### config.mk
export PLATFORM = sky130hd
export DESIGN_NAME = ats_sequencer
export DESIGN_NICKNAME = d
export VERILOG_FILES = /design/src/ats_pkg.sv /design/src/ats_tmr_if.sv /design/src/ats_sequencer.sv /design/src/ats_delay_timer.sv
export SDC_FILE = /design/constraint.sdc
export NUM_CORES = 1
export LEC_CHECK = 0
export ABC_AREA = 1
export BUFFER_PORTS_ARGS = -buffer_cell sky130_fd_sc_hd__buf_2
export CAP_MARGIN = 0
export CORE_ASPECT_RATIO = 1.5
export CORE_MARGIN = 4
export CORE_UTILIZATION = 47
export CTS_CLUSTER_SIZE = 20
export DETAILED_ROUTE_END_ITERATION = 10
export GPL_TIMING_DRIVEN = 1
export PLACE_DENSITY = 0.67
export SYNTH_ARGS = -nofsm -noshare
export SYNTH_HDL_FRONTEND = slang
export SYNTH_SLANG_ARGS = --single-unit
### constraint.sdc
create_clock -name clk -period 4.33 [get_ports clk]
set_input_delay 0.866 -clock clk [delete_from_list [all_inputs] [get_ports clk]]
set_output_delay 0.866 -clock clk [all_outputs]
set_load 0.02 [all_outputs]
### src/ats_pkg.sv
// Constants shared by the converter sequencer and its delay timer
`default_nettype none
package ats_pkg;
   localparam int DW = 24;
   localparam int RW = 10;
   // Register offsets
   localparam logic [2:0] A_CTRL = 3'h0;
   localparam logic [2:0] A_STATUS = 3'h1;
   localparam logic [2:0] A_RES_A = 3'h2;
   localparam logic [2:0] A_RES_B = 3'h3;
   // Control word fields
   localparam int B_START = 0;
   localparam int B_MODE_LO = 1;
   localparam int B_MODE_HI = 2;
   localparam int B_TRIG_IGN = 3;
   localparam int B_DLY_LO = 4;
   localparam int B_DLY_HI = 7;
   localparam int B_GAP_EQ = 8;
   localparam int B_PULSE_EN = 9;
   localparam int B_SPAN8 = 10;
   localparam int B_CH7_ID = 11;
   localparam int B_GROUP = 12;
   localparam int B_SINGLE = 13;
   localparam int B_CHAN_LO = 14;
   localparam int B_CHAN_HI = 16;
   localparam int B_RES_HALF = 17;
   localparam int B_SEC_SEL = 23;
   localparam logic [23:0] CFG_RST = 24'h000000;
   // Touch readout modes
   localparam logic [1:0] M_OFF = 2'h0;
   localparam logic [1:0] M_PEN = 2'h1;
   localparam logic [1:0] M_RESIST = 2'h2;
   localparam logic [1:0] M_POSITION = 2'h3;
   // Converter channels of the touch plates
   localparam logic [3:0] CH_XA = 4'hc;
   localparam logic [3:0] CH_XB = 4'hd;
   localparam logic [3:0] CH_YA = 4'he;
   // Slot boundaries of a touch series
   localparam logic [2:0] SLOT_Y_FIRST = 3'h3;
   localparam logic [2:0] SLOT_C_FIRST = 3'h6;
   localparam logic [2:0] SLOT_LAST = 3'h7;
   localparam logic [2:0] SLOT_LAST4 = 3'h3;
   // Start delay, counted in whole milliseconds
   localparam int CLK_MHZ = 40;
   localparam int DELAY_UNIT_US = 1000;
   localparam int DELAY_UNIT_CYC = DELAY_UNIT_US * CLK_MHZ;
   localparam logic [3:0] DELAY_MAX = 4'h8;
   typedef enum logic [1:0] {
      S_IDLE = 2'b00,
      S_WAIT = 2'b01,
      S_CONV = 2'b11
   } ats_state_e;
endpackage
`default_nettype wire

### src/ats_tmr_if.sv
// Handshake between the sequencer and its delay timer
`default_nettype none
interface ats_tmr_if;
   logic go;
   logic [3:0] units;
   logic expired;
   modport ctl (output go, output units, input expired);
   modport tmr (input go, input units, output expired);
endinterface
`default_nettype wire

### src/ats_sequencer.sv
// Converter sequencer: control sets, series, result bank and touch readout
//
// Notes on behaviour
// - A finished series of eight lands in one bank of eight results, four readable at a time.
// - Pulse output follows conversions for a span of 4 or 8, chosen by software.
// - Thermistor bias is on only while a conversion series runs.
// - Channel seven switches between die temperature and accessory identification.
// - Pen mode biases one plate, grounds the other, interrupts on contact, no conversion.
// - Contact resistance mode drives X against Y and converts the current.
// - Plate mode drives one plate, floats the other, converts driven plate current.
// - Position mode reads X through Y, Y through X, plus contact resistance.
// - Touch slots 0-2 X plate, 3-5 Y plate, 6-7 contact; stored per slot.
// - Each 24-bit result register read returns two 10-bit results.
// - Two control sets, own and secondary, allow a queued second request.
// - Control write with bit 23 set goes to the secondary set.
// - Bit 23 reads zero; secondary set is not readable.
// - Results come back through two result registers apart from control.
// - One converter core serves all requests, one series after another.
// - A series starts on external trigger rising edge or a written command.
// - First conversion waits 0 to 8 ms; gaps may equal that delay.
// - With trigger-ignore set every external trigger transition is disregarded.
// - Series completion is signalled to the set that started it.
//
// The strobed register port and the register offsets were left to the implementer.
`default_nettype none
module ats_sequencer #(
   parameter int DELAY_UNIT_CYC = ats_pkg::DELAY_UNIT_CYC
) (
   input wire logic clk,
   input wire logic rst,
   input wire logic [2:0] addr,
   input wire logic [23:0] wdata,
   input wire logic wr_en,
   input wire logic rd_en,
   output logic [23:0] rdata,
   output logic conv_start,
   output logic [3:0] conv_chan,
   input wire logic conv_done,
   input wire logic [9:0] conv_data,
   input wire logic external_convert_trigger,
   input wire logic touch_pen_contact,
   output logic conversion_pulse_out,
   output logic thermistor_bias_en,
   output logic temp_or_id_select,
   output logic touch_x_drive,
   output logic touch_y_drive,
   output logic touch_contact_drive,
   output logic touch_pen_bias,
   output logic pen_irq,
   output logic series_done_primary,
   output logic series_done_secondary
);
   typedef struct packed {
      ats_pkg::ats_state_e state;
      logic [2:0] slot;
      logic owner;
      logic pend_p;
      logic pend_s;
      logic [23:0] cfg_p;
      logic [23:0] cfg_s;
      logic [23:0] act;
      logic [7:0][9:0] res;
      logic [23:0] rdata;
      logic conv_start;
      logic [3:0] conv_chan;
      logic pulse;
      logic therm;
      logic ch7;
      logic [2:0] drv;
      logic penb;
      logic pen_irq;
      logic done_p;
      logic done_s;
      logic tmr_go;
      logic [3:0] tmr_units;
      logic [2:0] trg;
      logic [2:0] pen;
   } ats_seq_s;

   ats_seq_s q;
   ats_seq_s d;
   logic [2:0] base;

   ats_tmr_if tif ();

   ats_delay_timer #(.UNIT_CYC(DELAY_UNIT_CYC)) u_timer (
      .clk(clk),
      .rst(rst),
      .t(tif.tmr)
   );

   assign tif.go = q.tmr_go;
   assign tif.units = q.tmr_units;
   assign rdata = q.rdata;
   assign conv_start = q.conv_start;
   assign conv_chan = q.conv_chan;
   assign conversion_pulse_out = q.pulse;
   assign thermistor_bias_en = q.therm;
   assign temp_or_id_select = q.ch7;
   assign touch_x_drive = q.drv[2];
   assign touch_y_drive = q.drv[1];
   assign touch_contact_drive = q.drv[0];
   assign touch_pen_bias = q.penb;
   assign pen_irq = q.pen_irq;
   assign series_done_primary = q.done_p;
   assign series_done_secondary = q.done_s;

   // Delay in milliseconds, codes above the maximum are clamped
   function automatic logic [3:0] dly_of(input logic [23:0] c);
      logic [3:0] v;
      v = c[ats_pkg::B_DLY_HI:ats_pkg::B_DLY_LO];
      dly_of = (v > ats_pkg::DELAY_MAX) ? ats_pkg::DELAY_MAX : v;
   endfunction

   function automatic logic is_touch(input logic [23:0] c);
      logic [1:0] m;
      m = c[ats_pkg::B_MODE_HI:ats_pkg::B_MODE_LO];
      is_touch = (m == ats_pkg::M_RESIST) || (m == ats_pkg::M_POSITION);
   endfunction

   // Plate drive per slot: X plate, Y plate, X against Y
   function automatic logic [2:0] drv_of(input logic [23:0] c, input logic [2:0] s);
      drv_of = 3'h0;
      if (is_touch(c)) begin
         if (s < ats_pkg::SLOT_Y_FIRST) begin
            drv_of = 3'h4;
         end else if (s < ats_pkg::SLOT_C_FIRST) begin
            drv_of = 3'h2;
         end else begin
            drv_of = 3'h1;
         end
      end
   endfunction

   // Converter channel per slot
   function automatic logic [3:0] chan_of(input logic [23:0] c, input logic [2:0] s);
      logic [1:0] m;
      m = c[ats_pkg::B_MODE_HI:ats_pkg::B_MODE_LO];
      if (m == ats_pkg::M_RESIST) begin
         if (s < ats_pkg::SLOT_Y_FIRST) begin
            chan_of = ats_pkg::CH_XA;
         end else if (s < ats_pkg::SLOT_C_FIRST) begin
            chan_of = ats_pkg::CH_YA;
         end else begin
            chan_of = ats_pkg::CH_XB;
         end
      end else if (m == ats_pkg::M_POSITION) begin
         if (s < ats_pkg::SLOT_Y_FIRST) begin
            chan_of = ats_pkg::CH_YA;
         end else if (s < ats_pkg::SLOT_C_FIRST) begin
            chan_of = ats_pkg::CH_XA;
         end else begin
            chan_of = ats_pkg::CH_XB;
         end
      end else if (c[ats_pkg::B_SINGLE]) begin
         chan_of = {c[ats_pkg::B_GROUP], c[ats_pkg::B_CHAN_HI:ats_pkg::B_CHAN_LO]};
      end else begin
         chan_of = {c[ats_pkg::B_GROUP], s};
      end
   endfunction

   // Result half picks slots 0-3 or 4-7 for the two result registers
   assign base = {q.cfg_p[ats_pkg::B_RES_HALF], 2'b00};

   always_comb begin
      d = q;
      d.conv_start = 1'b0;
      d.pen_irq = 1'b0;
      d.done_p = 1'b0;
      d.done_s = 1'b0;
      d.tmr_go = 1'b0;
      d.trg = {q.trg[1:0], external_convert_trigger};
      d.pen = {q.pen[1:0], touch_pen_contact};

      // Read path, data stand one cycle after the strobe
      d.rdata = 24'h000000;
      if (rd_en) begin
         case (addr)
            ats_pkg::A_CTRL: begin
               d.rdata = {1'b0, q.cfg_p[22:1], 1'b0};
            end
            ats_pkg::A_STATUS: begin
               d.rdata = {16'h0000, q.pen[1], q.slot, q.pend_s, q.pend_p, q.owner,
                          q.state != ats_pkg::S_IDLE};
            end
            ats_pkg::A_RES_A: begin
               d.rdata = {2'b00, q.res[3'(base + 3'h1)], 2'b00, q.res[base]};
            end
            ats_pkg::A_RES_B: begin
               d.rdata = {2'b00, q.res[3'(base + 3'h3)], 2'b00,
                          q.res[3'(base + 3'h2)]};
            end
            default: begin
               d.rdata = 24'h000000;
            end
         endcase
      end

      // Series sequencing on the one shared core
      case (q.state)
         ats_pkg::S_IDLE: begin
            if (q.pend_p || q.pend_s) begin
               d.owner = !q.pend_p;
               d.act = q.pend_p ? q.cfg_p : q.cfg_s;
               if (q.pend_p) begin
                  d.pend_p = 1'b0;
               end else begin
                  d.pend_s = 1'b0;
               end
               d.state = ats_pkg::S_WAIT;
               d.slot = 3'h0;
               d.tmr_go = 1'b1;
               d.tmr_units = dly_of(q.pend_p ? q.cfg_p : q.cfg_s);
               d.therm = 1'b1;
               d.drv = drv_of(q.pend_p ? q.cfg_p : q.cfg_s, 3'h0);
            end
         end
         ats_pkg::S_WAIT: begin
            if (tif.expired) begin
               d.state = ats_pkg::S_CONV;
               d.conv_start = 1'b1;
               d.conv_chan = chan_of(q.act, q.slot);
               if (q.act[ats_pkg::B_PULSE_EN] &&
                   (q.act[ats_pkg::B_SPAN8] || q.slot <= ats_pkg::SLOT_LAST4)) begin
                  d.pulse = 1'b1;
               end
            end
         end
         ats_pkg::S_CONV: begin
            if (conv_done) begin
               d.res[q.slot] = conv_data;
               if (q.slot == (q.act[ats_pkg::B_SPAN8] ? ats_pkg::SLOT_LAST
                                                      : ats_pkg::SLOT_LAST4)) begin
                  d.pulse = 1'b0;
               end
               if (q.slot == ats_pkg::SLOT_LAST) begin
                  d.state = ats_pkg::S_IDLE;
                  d.therm = 1'b0;
                  d.drv = 3'h0;
                  d.done_p = !q.owner;
                  d.done_s = q.owner;
               end else begin
                  d.slot = q.slot + 3'h1;
                  d.drv = drv_of(q.act, q.slot + 3'h1);
                  if (q.act[ats_pkg::B_GAP_EQ]) begin
                     d.state = ats_pkg::S_WAIT;
                     d.tmr_go = 1'b1;
                     d.tmr_units = dly_of(q.act);
                  end else begin
                     d.conv_start = 1'b1;
                     d.conv_chan = chan_of(q.act, q.slot + 3'h1);
                     if (q.act[ats_pkg::B_PULSE_EN] &&
                         (q.act[ats_pkg::B_SPAN8] || q.slot < ats_pkg::SLOT_LAST4)) begin
                        d.pulse = 1'b1;
                     end
                  end
               end
            end
         end
         default: begin
            d.state = ats_pkg::S_IDLE;
         end
      endcase

      // Requests come after the sequencer so a new start is never lost
      if (wr_en && addr == ats_pkg::A_CTRL) begin
         if (wdata[ats_pkg::B_SEC_SEL]) begin
            d.cfg_s = wdata;
            if (wdata[ats_pkg::B_START]) begin
               d.pend_s = 1'b1;
            end
         end else begin
            d.cfg_p = wdata;
            if (wdata[ats_pkg::B_START]) begin
               d.pend_p = 1'b1;
            end
         end
      end
      if (q.trg[1] && !q.trg[2] && !q.cfg_p[ats_pkg::B_TRIG_IGN]) begin
         d.pend_p = 1'b1;
      end

      // Channel seven source follows the running set, else the primary one
      d.ch7 = (q.state == ats_pkg::S_IDLE) ? q.cfg_p[ats_pkg::B_CH7_ID]
                                           : q.act[ats_pkg::B_CH7_ID];

      // Pen detect works without the converter, only while no series runs
      d.penb = (q.cfg_p[ats_pkg::B_MODE_HI:ats_pkg::B_MODE_LO] == ats_pkg::M_PEN) &&
               (d.state == ats_pkg::S_IDLE);
      if (q.penb && q.pen[1] && !q.pen[2]) begin
         d.pen_irq = 1'b1;
      end
   end

   always_ff @(posedge clk) begin
      if (rst) begin
         q <= '0;
         q.cfg_p <= ats_pkg::CFG_RST;
         q.cfg_s <= ats_pkg::CFG_RST;
      end else begin
         q <= d;
      end
   end
endmodule // ats_sequencer
`default_nettype wire

### src/ats_delay_timer.sv
// Millisecond delay timer that paces the conversion series
`default_nettype none
module ats_delay_timer #(
   parameter int UNIT_CYC = ats_pkg::DELAY_UNIT_CYC
) (
   input wire logic clk,
   input wire logic rst,
   ats_tmr_if.tmr t
);
   typedef struct packed {
      logic [15:0] pre;
      logic [3:0] left;
      logic run;
      logic expired;
   } ats_tmr_s;

   ats_tmr_s q;
   ats_tmr_s d;

   assign t.expired = q.expired;

   always_comb begin
      d = q;
      d.expired = 1'b0;
      if (t.go) begin
         d.pre = 16'h0000;
         d.left = t.units;
         d.run = 1'b1;
      end else if (q.run) begin
         if (q.left == 4'h0) begin
            d.run = 1'b0;
            d.expired = 1'b1;
         end else if (q.pre == 16'(UNIT_CYC - 1)) begin
            d.pre = 16'h0000;
            d.left = q.left - 4'h1;
         end else begin
            d.pre = q.pre + 16'h0001;
         end
      end
   end

   always_ff @(posedge clk) begin
      if (rst) begin
         q <= '0;
      end else begin
         q <= d;
      end
   end
endmodule // ats_delay_timer
`default_nettype wire

==> flow_summary.ini, run 1 <==
[outcome]
status = completed

[logic_synthesis]
synth_cell_types = 44
synth_compound_area_share_pct = 15.2
ys_seq_elements = 211
ys.flop_type = dfxtp_1
seq_area_frac_synth_pct = 44.7
synth.cell_area_mm2 = 0.00945
synth_top_area_cell = dfxtp_1
synthAdderAreaFrac_pct = 1.32
syn_inst = 1361
syn_avg_cell_area_um2 = 6.95
yosys.area.top_type_share_pct = 44.7
synthTopCellsByArea = dfxtp_1 45%, nand2_1 13%, nor2_1 9.4%
synth_xor_xnor_area_share_pct = 0.556
synth_top_family_by_area = simple AND/OR/NAND/NOR gates
synth_mux_area_share_pct = 0
synth_edf_count = 0
syn_nets = 1415
async_flop_share_pct = 0
yosys.area_share.simple_pct = 28.0
yosysWarnings = 0

[cts]
cts_made_buffers = 21
cts_sinks = 211
worstSkewPairLatency_ps = 490
h-tree-depth = 1
cts-resized-gates = 0
clk_pin_slew_ps = 60
cts_hold_buffers = 0
cts_tree = yes
cts_setup_buffers = 0
root_buffer = clkbuf_16
clk_path_buf_depth = 3

[final_layout]
instances_no_fill = 1651
layout_commonest_cell = nand2_1
layout-drive-gt1-share_pct = 11.8
fin_util_pct = 52.6
syn2layout_area_growth_pct = 10.0
final_cell_mix = 315 x nand2_1, 238 x nor2_1, 211 x dfxtp_1
nets = 1434

[power]
switchingPower_mw = 0.906
worst_ir_drop_vdd_uv = 250
p_int_mw = 3.05
comb_power_share_pct = 5.1
pwr-share-seq_pct = 50.0
power_frac_clock_pct = 44.9
cellLeakagePower_nw = 4.48
swShare_pct = 22.9
power.total_mw = 3.96
cellPowerDensity_mw_per_mm2 = 380

[sta]
fin_tns_setup_ps = 0
tightest_slew_ps = 752
slew_headroom_pct = 49.7
clock_skew_ps = 11.0
fmax_ghz = 0.425
hold_ws_ps = 388
finalCriticalPeriod_ps = 2350
fin_crit_sh_pct = 54.3
maxSlewViolCount = 0
rsz0062_at_grt = no
finalSetupViolCount = 0
timing.final.hold_violations = 0

[grt]
grt_pass1_vias = 8022
grtUsageTotal_pct = 23.1
gr-total-overflow = 0
antenna_found_initial = 0
use_met3_pct = 2.77
grt_max_degree = 76
grt_pass1_wl_mm = 41.4
grtUsageMet2_pct = 42.0
busiest_layer = met2
use_met1_pct = 26.9

[floorplan]
die_w_um = 124
io_pins = 83
die_h_um = 182
dieArea_mm2 = 0.0225
core_mm2 = 0.0198
rows = 63
start_util_pct = 47.8

[worst_setup_path]
cp-start-kind = flop
crit_chain = inv_1 -> ha_1 -> inv_1 -> a21oi_2 -> buf_4 -> nand2_1 -> o21ai_0 -> nand2_1 -> a21oi_1
crit_arrival_ps = 2770
cp_top_family = compound AO/OA/AOI/OAI gates
critPathCaptureType = flop
crit_buf_inv = 3
critPathKind = flop to flop
critPathRequiredTime_ps = 4750
cp_max_fo = 22
slowest_stage = a21oi_2
cpPeakStageDelay_ps = 450

[place]
dp_hpwl_mm = 18.6
portBuffers = 81
gp_congestion = 0.861
dp_cells = 1617

[drt]
route.detailed.drc = 0
vias = 8487
via_per_inst = 5.14
wire_per_inst_um = 15.6
wirelength_mm = 25.8
ant_nets = 0
drtIter0Drc = 664
firstDrtPassIters = 5

[min_path]
hp-class = flop to flop

[flow_run]
drv_cap = 0
## per-layer routing
metal	vias up	part of all wire, %
li1	4341	-
met1	3868	39
met2	220	53
met3	58	4.4
met4	0	4.0
met5	-	0
## cells by family after synthesis
logic type,after synthesis
buffers and inverters,215
AND/OR/NAND/NOR,646
adder cells (fa/ha/maj),10
AO/OA/AOI/OAI,272
XOR/XNOR,6
other,1
flip-flops,211
## path summary, 6_finish.rpt
path              cells after the start                        end  slack, ps              start
setup / recovery                      9  tif.units[0]$_SDFFE_PP0P_       1980  q[208]$_SDFF_PP0_
hold / removal                        1         pen_irq$_SDFF_PP0_        390    q[2]$_SDFF_PP0_
setup reg to reg                      9  tif.units[0]$_SDFFE_PP0P_       1980  q[208]$_SDFF_PP0_
hold reg to reg                       1         pen_irq$_SDFF_PP0_        390    q[2]$_SDFF_PP0_
## power by group through the flow
| stage | registers [mW] | logic (mW) | clock network [mW] |
|---|---|---|---|
| 3_3_place_gp | 2.02 | 0.199 | 0 |
| 3_5_place_dp | 2.02 | 0.199 | 0 |
| 6_report | 1.98 | 0.201 | 1.78 |
| 5_1_grt | 1.98 | 0.222 | 1.88 |
| 4_1_cts | 1.98 | 0.200 | 1.81 |
| 2_1_floorplan | 2.02 | 0.129 | 0 |
## through the flow
stage                     area, um2  setup WS, ps
final                         10400          1980
after global routing          10400          1750
after CTS                     10400          1920
after detailed placement       9750          1570
after global placement         9750          1620
after floorplan                9450          2490
## state kept, by name (all words and copies together) (netlist names), 4 cells and up
signal / flops
q: 141
rdata: 23
u_timer.q: 21
conv_chan: 4
d: 4
tif.units: 4
## Yosys cell counts, types with 2 or more instances
cell type,instances
nand3_1,47
nor3_2,3
buf_1,6
xor2_1,3
inv_1,102
clkbuf_2,7
buf_2,29
dfxtp_1,211
o21ai_1,3
nor2_2,7
xnor2_1,3
a211oi_1,3
buf_4,28
nor2_1,238
o22ai_1,2
clkinv_1,3
ha_1,10
a21oi_1,81
o21ai_0,157
nand2_2,4
nand2_1,315
nand4_1,7
a31oi_1,11
o21ai_2,2
inv_2,14
a41oi_1,7
nor2_4,5
nor3_1,12
o31ai_1,2
clkbuf_1,25
## final cells by class
class | count | area [um2]
repair buffers | 92 | 488
clock inverters | 7 | 87.6
diodes | 1 | 2.50
flip-flops and latches | 211 | 4220
fillers | 1965 | 9380
inverters | 119 | 447
multi-input cells | 935 | 4270
well taps | 260 | 325
clock buffers | 26 | 564
Note: power is estimated with default switching activity, not from simulation.
==> inputs of run 2 (changes only) <==
- ABC_AREA: 1 -> 0
- clock period: 4.33 -> 2.22 ns (I/O delays scaled with it)
==> run 2 against run 1 <==
Effect of this change: die area down 1.3%; first-iteration DRC count down 19%; critical path depth down 2; critical path type unchanged; flip-flop and latch count unchanged; wire length down 8.7%; sequential power up 94%.
==> flow_summary.ini, run 2 <==
[outcome]
status = completed

[sta]
slew_headroom_pct = 56.4
fin_tns_setup_ps = 0
clock_skew_ps = 8.19
tightest_slew_ps = 650
finalSetupViolCount = 0
fin_crit_sh_pct = 86.0
fmax_ghz = 0.524
maxSlewViolCount = 0
rsz0062_at_grt = no
finalCriticalPeriod_ps = 1910
setup_ws_ps = 311
timing.final.hold_violations = 0

[cts]
h-tree-depth = 1
cts_made_buffers = 22
cts_sinks = 211
cts_setup_buffers = 0
cts-resized-gates = 0
cts_tree = yes
worstSkewPairLatency_ps = 500
root_buffer = clkbuf_16
clk_pin_slew_ps = 60
cts_hold_buffers = 0
clk_path_buf_depth = 3

[floorplan]
io_pins = 83
die_h_um = 181
start_util_pct = 48.3
dieArea_mm2 = 0.0222
core_mm2 = 0.0193
rows = 62
die_w_um = 123

[logic_synthesis]
synth_top_area_cell = dfxtp_1
seq_area_frac_synth_pct = 45.3
yosysMostFrequentCell = dfxtp_1
async_flop_share_pct = 0
syn_nets = 1159
syn_inst = 1105
synth.cell_area_mm2 = 0.00933
yosysWarnings = 0
synth_edf_count = 0
synthTopCellsByArea = dfxtp_1 45%, mux2i_1 9.6%, a21oi_1 8.1%
yosys.area.top_type_share_pct = 45.3
ys.flop_type = dfxtp_1
syn_avg_cell_area_um2 = 8.44
ys_seq_elements = 211
synthTopCellsByCount = 211 x dfxtp_1, 169 x nand2_1, 151 x a21oi_1, 116 x nor2_1, 89 x mux2i_1
synth_cell_types = 68

[place]
gp_congestion = 0.830
dp_hpwl_mm = 16.5
pre_cts_slack_ps = 319
portBuffers = 81

[final_layout]
syn2layout_area_growth_pct = 13.1
top_register = q
nets = 1197
layout-drive-gt1-share_pct = 15.4
largest_register_ffs = 141
fillers = 1842
multi_input_area_mm2 = 0.00449
final_cell_mix = 210 x dfxtp_1, 169 x nand2_1, 151 x a21oi_1
regArea_mm2 = 0.00423
antenna_cells = 0
layout_commonest_cell = dfxtp_1

[worst_setup_path]
cpPeakStageDelay_ps = 340
critPathRequiredTime_ps = 2630
crit_arrival_ps = 2310
critPathKind = flop to flop
cp_common_cell = ha_1
cp-start-kind = flop
critPathCaptureType = flop
slowest_stage = nand4bb_1
cp_max_fo = 8
crit_chain = ha_1 -> ha_1 -> buf_4 -> nand4bb_1 -> a21oi_1 -> o211ai_1 -> a311oi_1

[drt]
firstDrtPassIters = 5
wire_per_inst_um = 16.6
via_per_inst = 5.40
vias = 7628
route.detailed.drc = 0
wirelength_mm = 23.5
drtIter0Drc = 538
ant_nets = 0

[grt]
grt_pass1_vias = 7344
gr-total-overflow = 0
grt_max_degree = 120
grtUsageTotal_pct = 20.9
grt_pass1_wl_mm = 37.9
antenna_found_initial = 0

[power]
power.total_mw = 7.68
cellPowerDensity_mw_per_mm2 = 729
cellLeakagePower_nw = 3.61
worst_ir_drop_vdd_uv = 541

[flow_run]
drv_cap = 0

[min_path]
hp-class = primary input to flop
==> run 2: layout make-up <==
class | count | area share (%)
Clock inverter | 3 | 0.166
Sequential cell | 211 | 40.1
Multi-Input combinational cell | 767 | 42.5
Timing Repair Buffer | 123 | 7.21
Clock buffer | 34 | 6.32
Tap cell | 256 | 3.04
Inverter | 18 | 0.641
==> run 2: final timing paths <==
path | from | endpoint | slack (ps) | cells after the start
min reg2reg | d[1]$_SDFF_PP0_ | d[2]$_SDFF_PP0_ | 440 | 1
min | external_convert_trigger | d[4]$_SDFF_PP0_ | 160 | 2
max reg2reg | q[205]$_SDFFE_PP0P_ | conv_chan[1]$_SDFFE_PP0P_ | 310 | 7
max | q[205]$_SDFFE_PP0P_ | conv_chan[1]$_SDFFE_PP0P_ | 310 | 7
==> run 2: per-stage QoR <==
| stage | std cells | hold WS [ps] | cell area (um2) | utilization, % |
|---|---|---|---|---|
| after CTS | 1412 | 151 | 10500 | 54.6 |
| after global routing | 1412 | 161 | 10500 | 54.6 |
| after global placement | 1375 | 422 | 9860 | 51.0 |
| after floorplan | 1105 | 414 | 9330 | - |
| after detailed placement | 1375 | 426 | 9860 | 51.0 |
| final | 1412 | 159 | 10500 | 54.6 |
==> run 2: power by group <==
part | switching [mW] | internal (mW) | total [mW]
Clock | 1.45 | 2.05 | 3.50
Sequential | 0.0284 | 3.82 | 3.85
Combinational | 0.221 | 0.114 | 0.335
Total | 1.70 | 5.99 | 7.68
==> run 2: cells by family after synthesis <==
family | Yosys count | share of synthesized area (%)
AND/OR/NAND/NOR | 396 | 19.8
AO/OA/AOI/OAI | 260 | 16.2
flip-flops | 211 | 45.3
buffers and inverters | 127 | 6.76
multiplexers | 90 | 9.67
adder cells (fa/ha/maj) | 10 | 1.34
XOR/XNOR | 10 | 0.939
other | 1 | 0.0402
==> run 2: worst max-delay path: cells and delay by family, from the launching register on <==
family | cells | cell delay, ps
buf+inv | 1 | 160
flops | 1 | 310
fa+ha+maj | 2 | 420
compound gates | 3 | 590
simple gates | 1 | 340
==> run 2: metal layers <==
layer	wire [um]	global-route usage (%)
met5	0	0
met4	665	6.65
met2	12400	38.3
met1	9560	25.0
met3	930	2.54
==> inputs of run 3 (changes only) <==
- SYNTH_HIERARCHICAL: default -> 1
==> run 3 against run 2 <==
Effect of this change: clock power decreased by 5%; critical path depth decreased by 1; count of clock-buffer cells in the layout is 4 lower; register-to-register slack lost 90 ps; via count shrank 0.17%; largest power group unchanged; highest routed layer unchanged; die area is 0.17% lower; non-clock buffer count down 5; worst hold slack got worse by 5.6 ps; combinational power rose by 47%; first-iteration DRC count down 15%; design area is 1.2% lower.
==> flow_summary.ini, run 3 <==
[outcome]
status = completed

[cts]
clk_pin_slew_ps = 60
cts_sinks = 211
cts_hold_buffers = 0
cts_setup_buffers = 0
worstSkewPairLatency_ps = 500
root_buffer = clkbuf_16
h-tree-depth = 1
cts_made_buffers = 21
clk_path_buf_depth = 3
cts-resized-gates = 0
cts_tree = yes

[final_layout]
antenna_cells = 0
nets = 1182
layout_commonest_cell = dfxtp_1
fillers = 1835
final_cell_mix = 210 x dfxtp_1, 166 x nand2_1, 150 x a21oi_1
syn2layout_area_growth_pct = 12.0
fin_util_pct = 54.0
top_register = q
layout-drive-gt1-share_pct = 14.9
largest_register_ffs = 141

[place]
gp_congestion = 0.862
portBuffers = 81
dp_hpwl_mm = 16.7

[worst_setup_path]
cp_max_fo = 9
rrSetupSlack_ps = 220
r2r_start = q[205]$_SDFFE_PP0P_
ff2ff_path_depth = 6
cp_top_family = compound AO/OA/AOI/OAI gates
cpPeakStageDelay_ps = 410
slowest_stage = or3b_4
critPathRequiredTime_ps = 2650
worstSetupPathDepth = 6
startpoint = q[205]$_SDFFE_PP0P_
crit_chain = ha_1 -> ha_1 -> or3b_4 -> a211oi_4 -> o211ai_2 -> a21oi_2
crit_arrival_ps = 2430
cp_common_cell = ha_1
critPathKind = flop to flop
critPathCaptureType = flop
crit_buf_inv = 0
cp-start-kind = flop

[drt]
ant_nets = 0
via_per_inst = 5.45
firstDrtPassIters = 5
drtIter0Drc = 455
wirelength_mm = 23.8
wire_per_inst_um = 17.0
vias = 7615
route.detailed.drc = 0

[floorplan]
core_mm2 = 0.0193
rows = 62
dieArea_mm2 = 0.0222
die_h_um = 180
io_pins = 83
start_util_pct = 48.2
die_w_um = 123

[sta]
maxSlewViolCount = 0
fmax_ghz = 0.499
tightest_slew_ps = 752
hold_ws_ps = 153
timing.final.hold_violations = 0
finalCriticalPeriod_ps = 2000
finalSetupViolCount = 0
rsz0062_at_grt = no
fin_tns_setup_ps = 0
slew_headroom_pct = 49.9
clock_skew_ps = 11.3
fin_crit_sh_pct = 90.2

[logic_synthesis]
syn_inst = 1094
async_flop_share_pct = 0
seq_area_frac_synth_pct = 45.4
synth_cell_types = 72
syn_nets = 1148
synth_top_area_cell = dfxtp_1
synth_edf_count = 0
synthTopCellsByArea = dfxtp_1 45%, mux2i_1 9.1%, a21oi_1 8.1%
yosysMostFrequentCell = dfxtp_1
ys_seq_elements = 211
synth.cell_area_mm2 = 0.00931
synthTopCellsByCount = 211 x dfxtp_1, 166 x nand2_1, 150 x a21oi_1, 104 x nor2_1, 85 x mux2i_1
yosys.area.top_type_share_pct = 45.4
ys.flop_type = dfxtp_1
syn_avg_cell_area_um2 = 8.51
yosysWarnings = 6

[grt]
antenna_found_initial = 0
grt_pass1_vias = 7531
grtUsageTotal_pct = 21.4
grt_max_degree = 74
grt_pass1_wl_mm = 38.5
gr-total-overflow = 0

[power]
swShare_pct = 23.2
comb_power_share_pct = 6.4
power_frac_clock_pct = 43.2
worst_ir_drop_vdd_uv = 565
cellLeakagePower_nw = 3.63
cellPowerDensity_mw_per_mm2 = 738
p_int_mw = 5.90
pwr-share-seq_pct = 50.4
switchingPower_mw = 1.79

[min_path]
holdPathStages = 2
min-delay-start = external_convert_trigger
hp-class = primary input to flop

[flow_run]
drv_cap = 0
run 3: cells by family (layout without fill, tap and decap cells):
family                     count (synthesis)  after routing  synth area share [%]
buffers and inverters                    125            171                  6.84
adders and majority gates                 10             10                  1.34
muxes                                     86             86                  9.26
DFF                                      211            211                  45.4
other                                      1              1                0.0403
AOI/OAI and AO/OA                        268            268                  16.8
and+or+nand+nor                          380            380                  19.1
xor gates and xnor gates                  13             13                  1.22
run 3: layer usage:
metal	wire, um	GRT usage, %	vias up
li1	-	-	3808
met1	9610	25.4	3608
met2	12300	38.1	146
met3	1030	3.30	53
met4	818	7.85	0
met5	0	0	-
run 3: power groups by stage:
| stage | sequential, mW | combinational, mW | clock [mW] |
|---|---|---|---|
| after floorplan | 3.95 | 0.339 | 0 |
| after global placement | 3.96 | 0.487 | 0 |
| after detailed placement | 3.96 | 0.492 | 0 |
| after CTS | 3.88 | 0.493 | 3.40 |
| after global routing | 3.88 | 0.539 | 3.54 |
| final | 3.88 | 0.491 | 3.32 |
run 3: metrics by stage:
| stage | cells | power, mW | setup WS (ps) | area [um2] |
|---|---|---|---|---|
| after global routing | 1396 | 7.96 | 21.6 | 10400 |
| after floorplan | 1094 | 4.29 | 366 | 9310 |
| after detailed placement | 1361 | 4.45 | 229 | 9800 |
| after global placement | 1361 | 4.45 | 267 | 9800 |
| final | 1396 | 7.69 | 217 | 10400 |
| after CTS | 1396 | 7.77 | 211 | 10400 |
run 3: worst paths after layout:
path | to
worst max-delay path | conv_chan[3]$_SDFFE_PP0P_
worst min-delay path | d[4]$_SDFF_PP0_
worst max register to register | conv_chan[3]$_SDFFE_PP0P_
worst min register to register | d[5]$_SDFF_PP0_
run 3: area by class of cell:
class	count	area (um2)	share of cell area [%]
multi-input combinational	758	4460	42.8
sequential	211	4230	40.5
timing repair buffer	118	723	6.94
clock buffer	30	569	5.46
tap	256	320	3.07
inverter	18	67.6	0.648
clock inverter	5	53.8	0.516
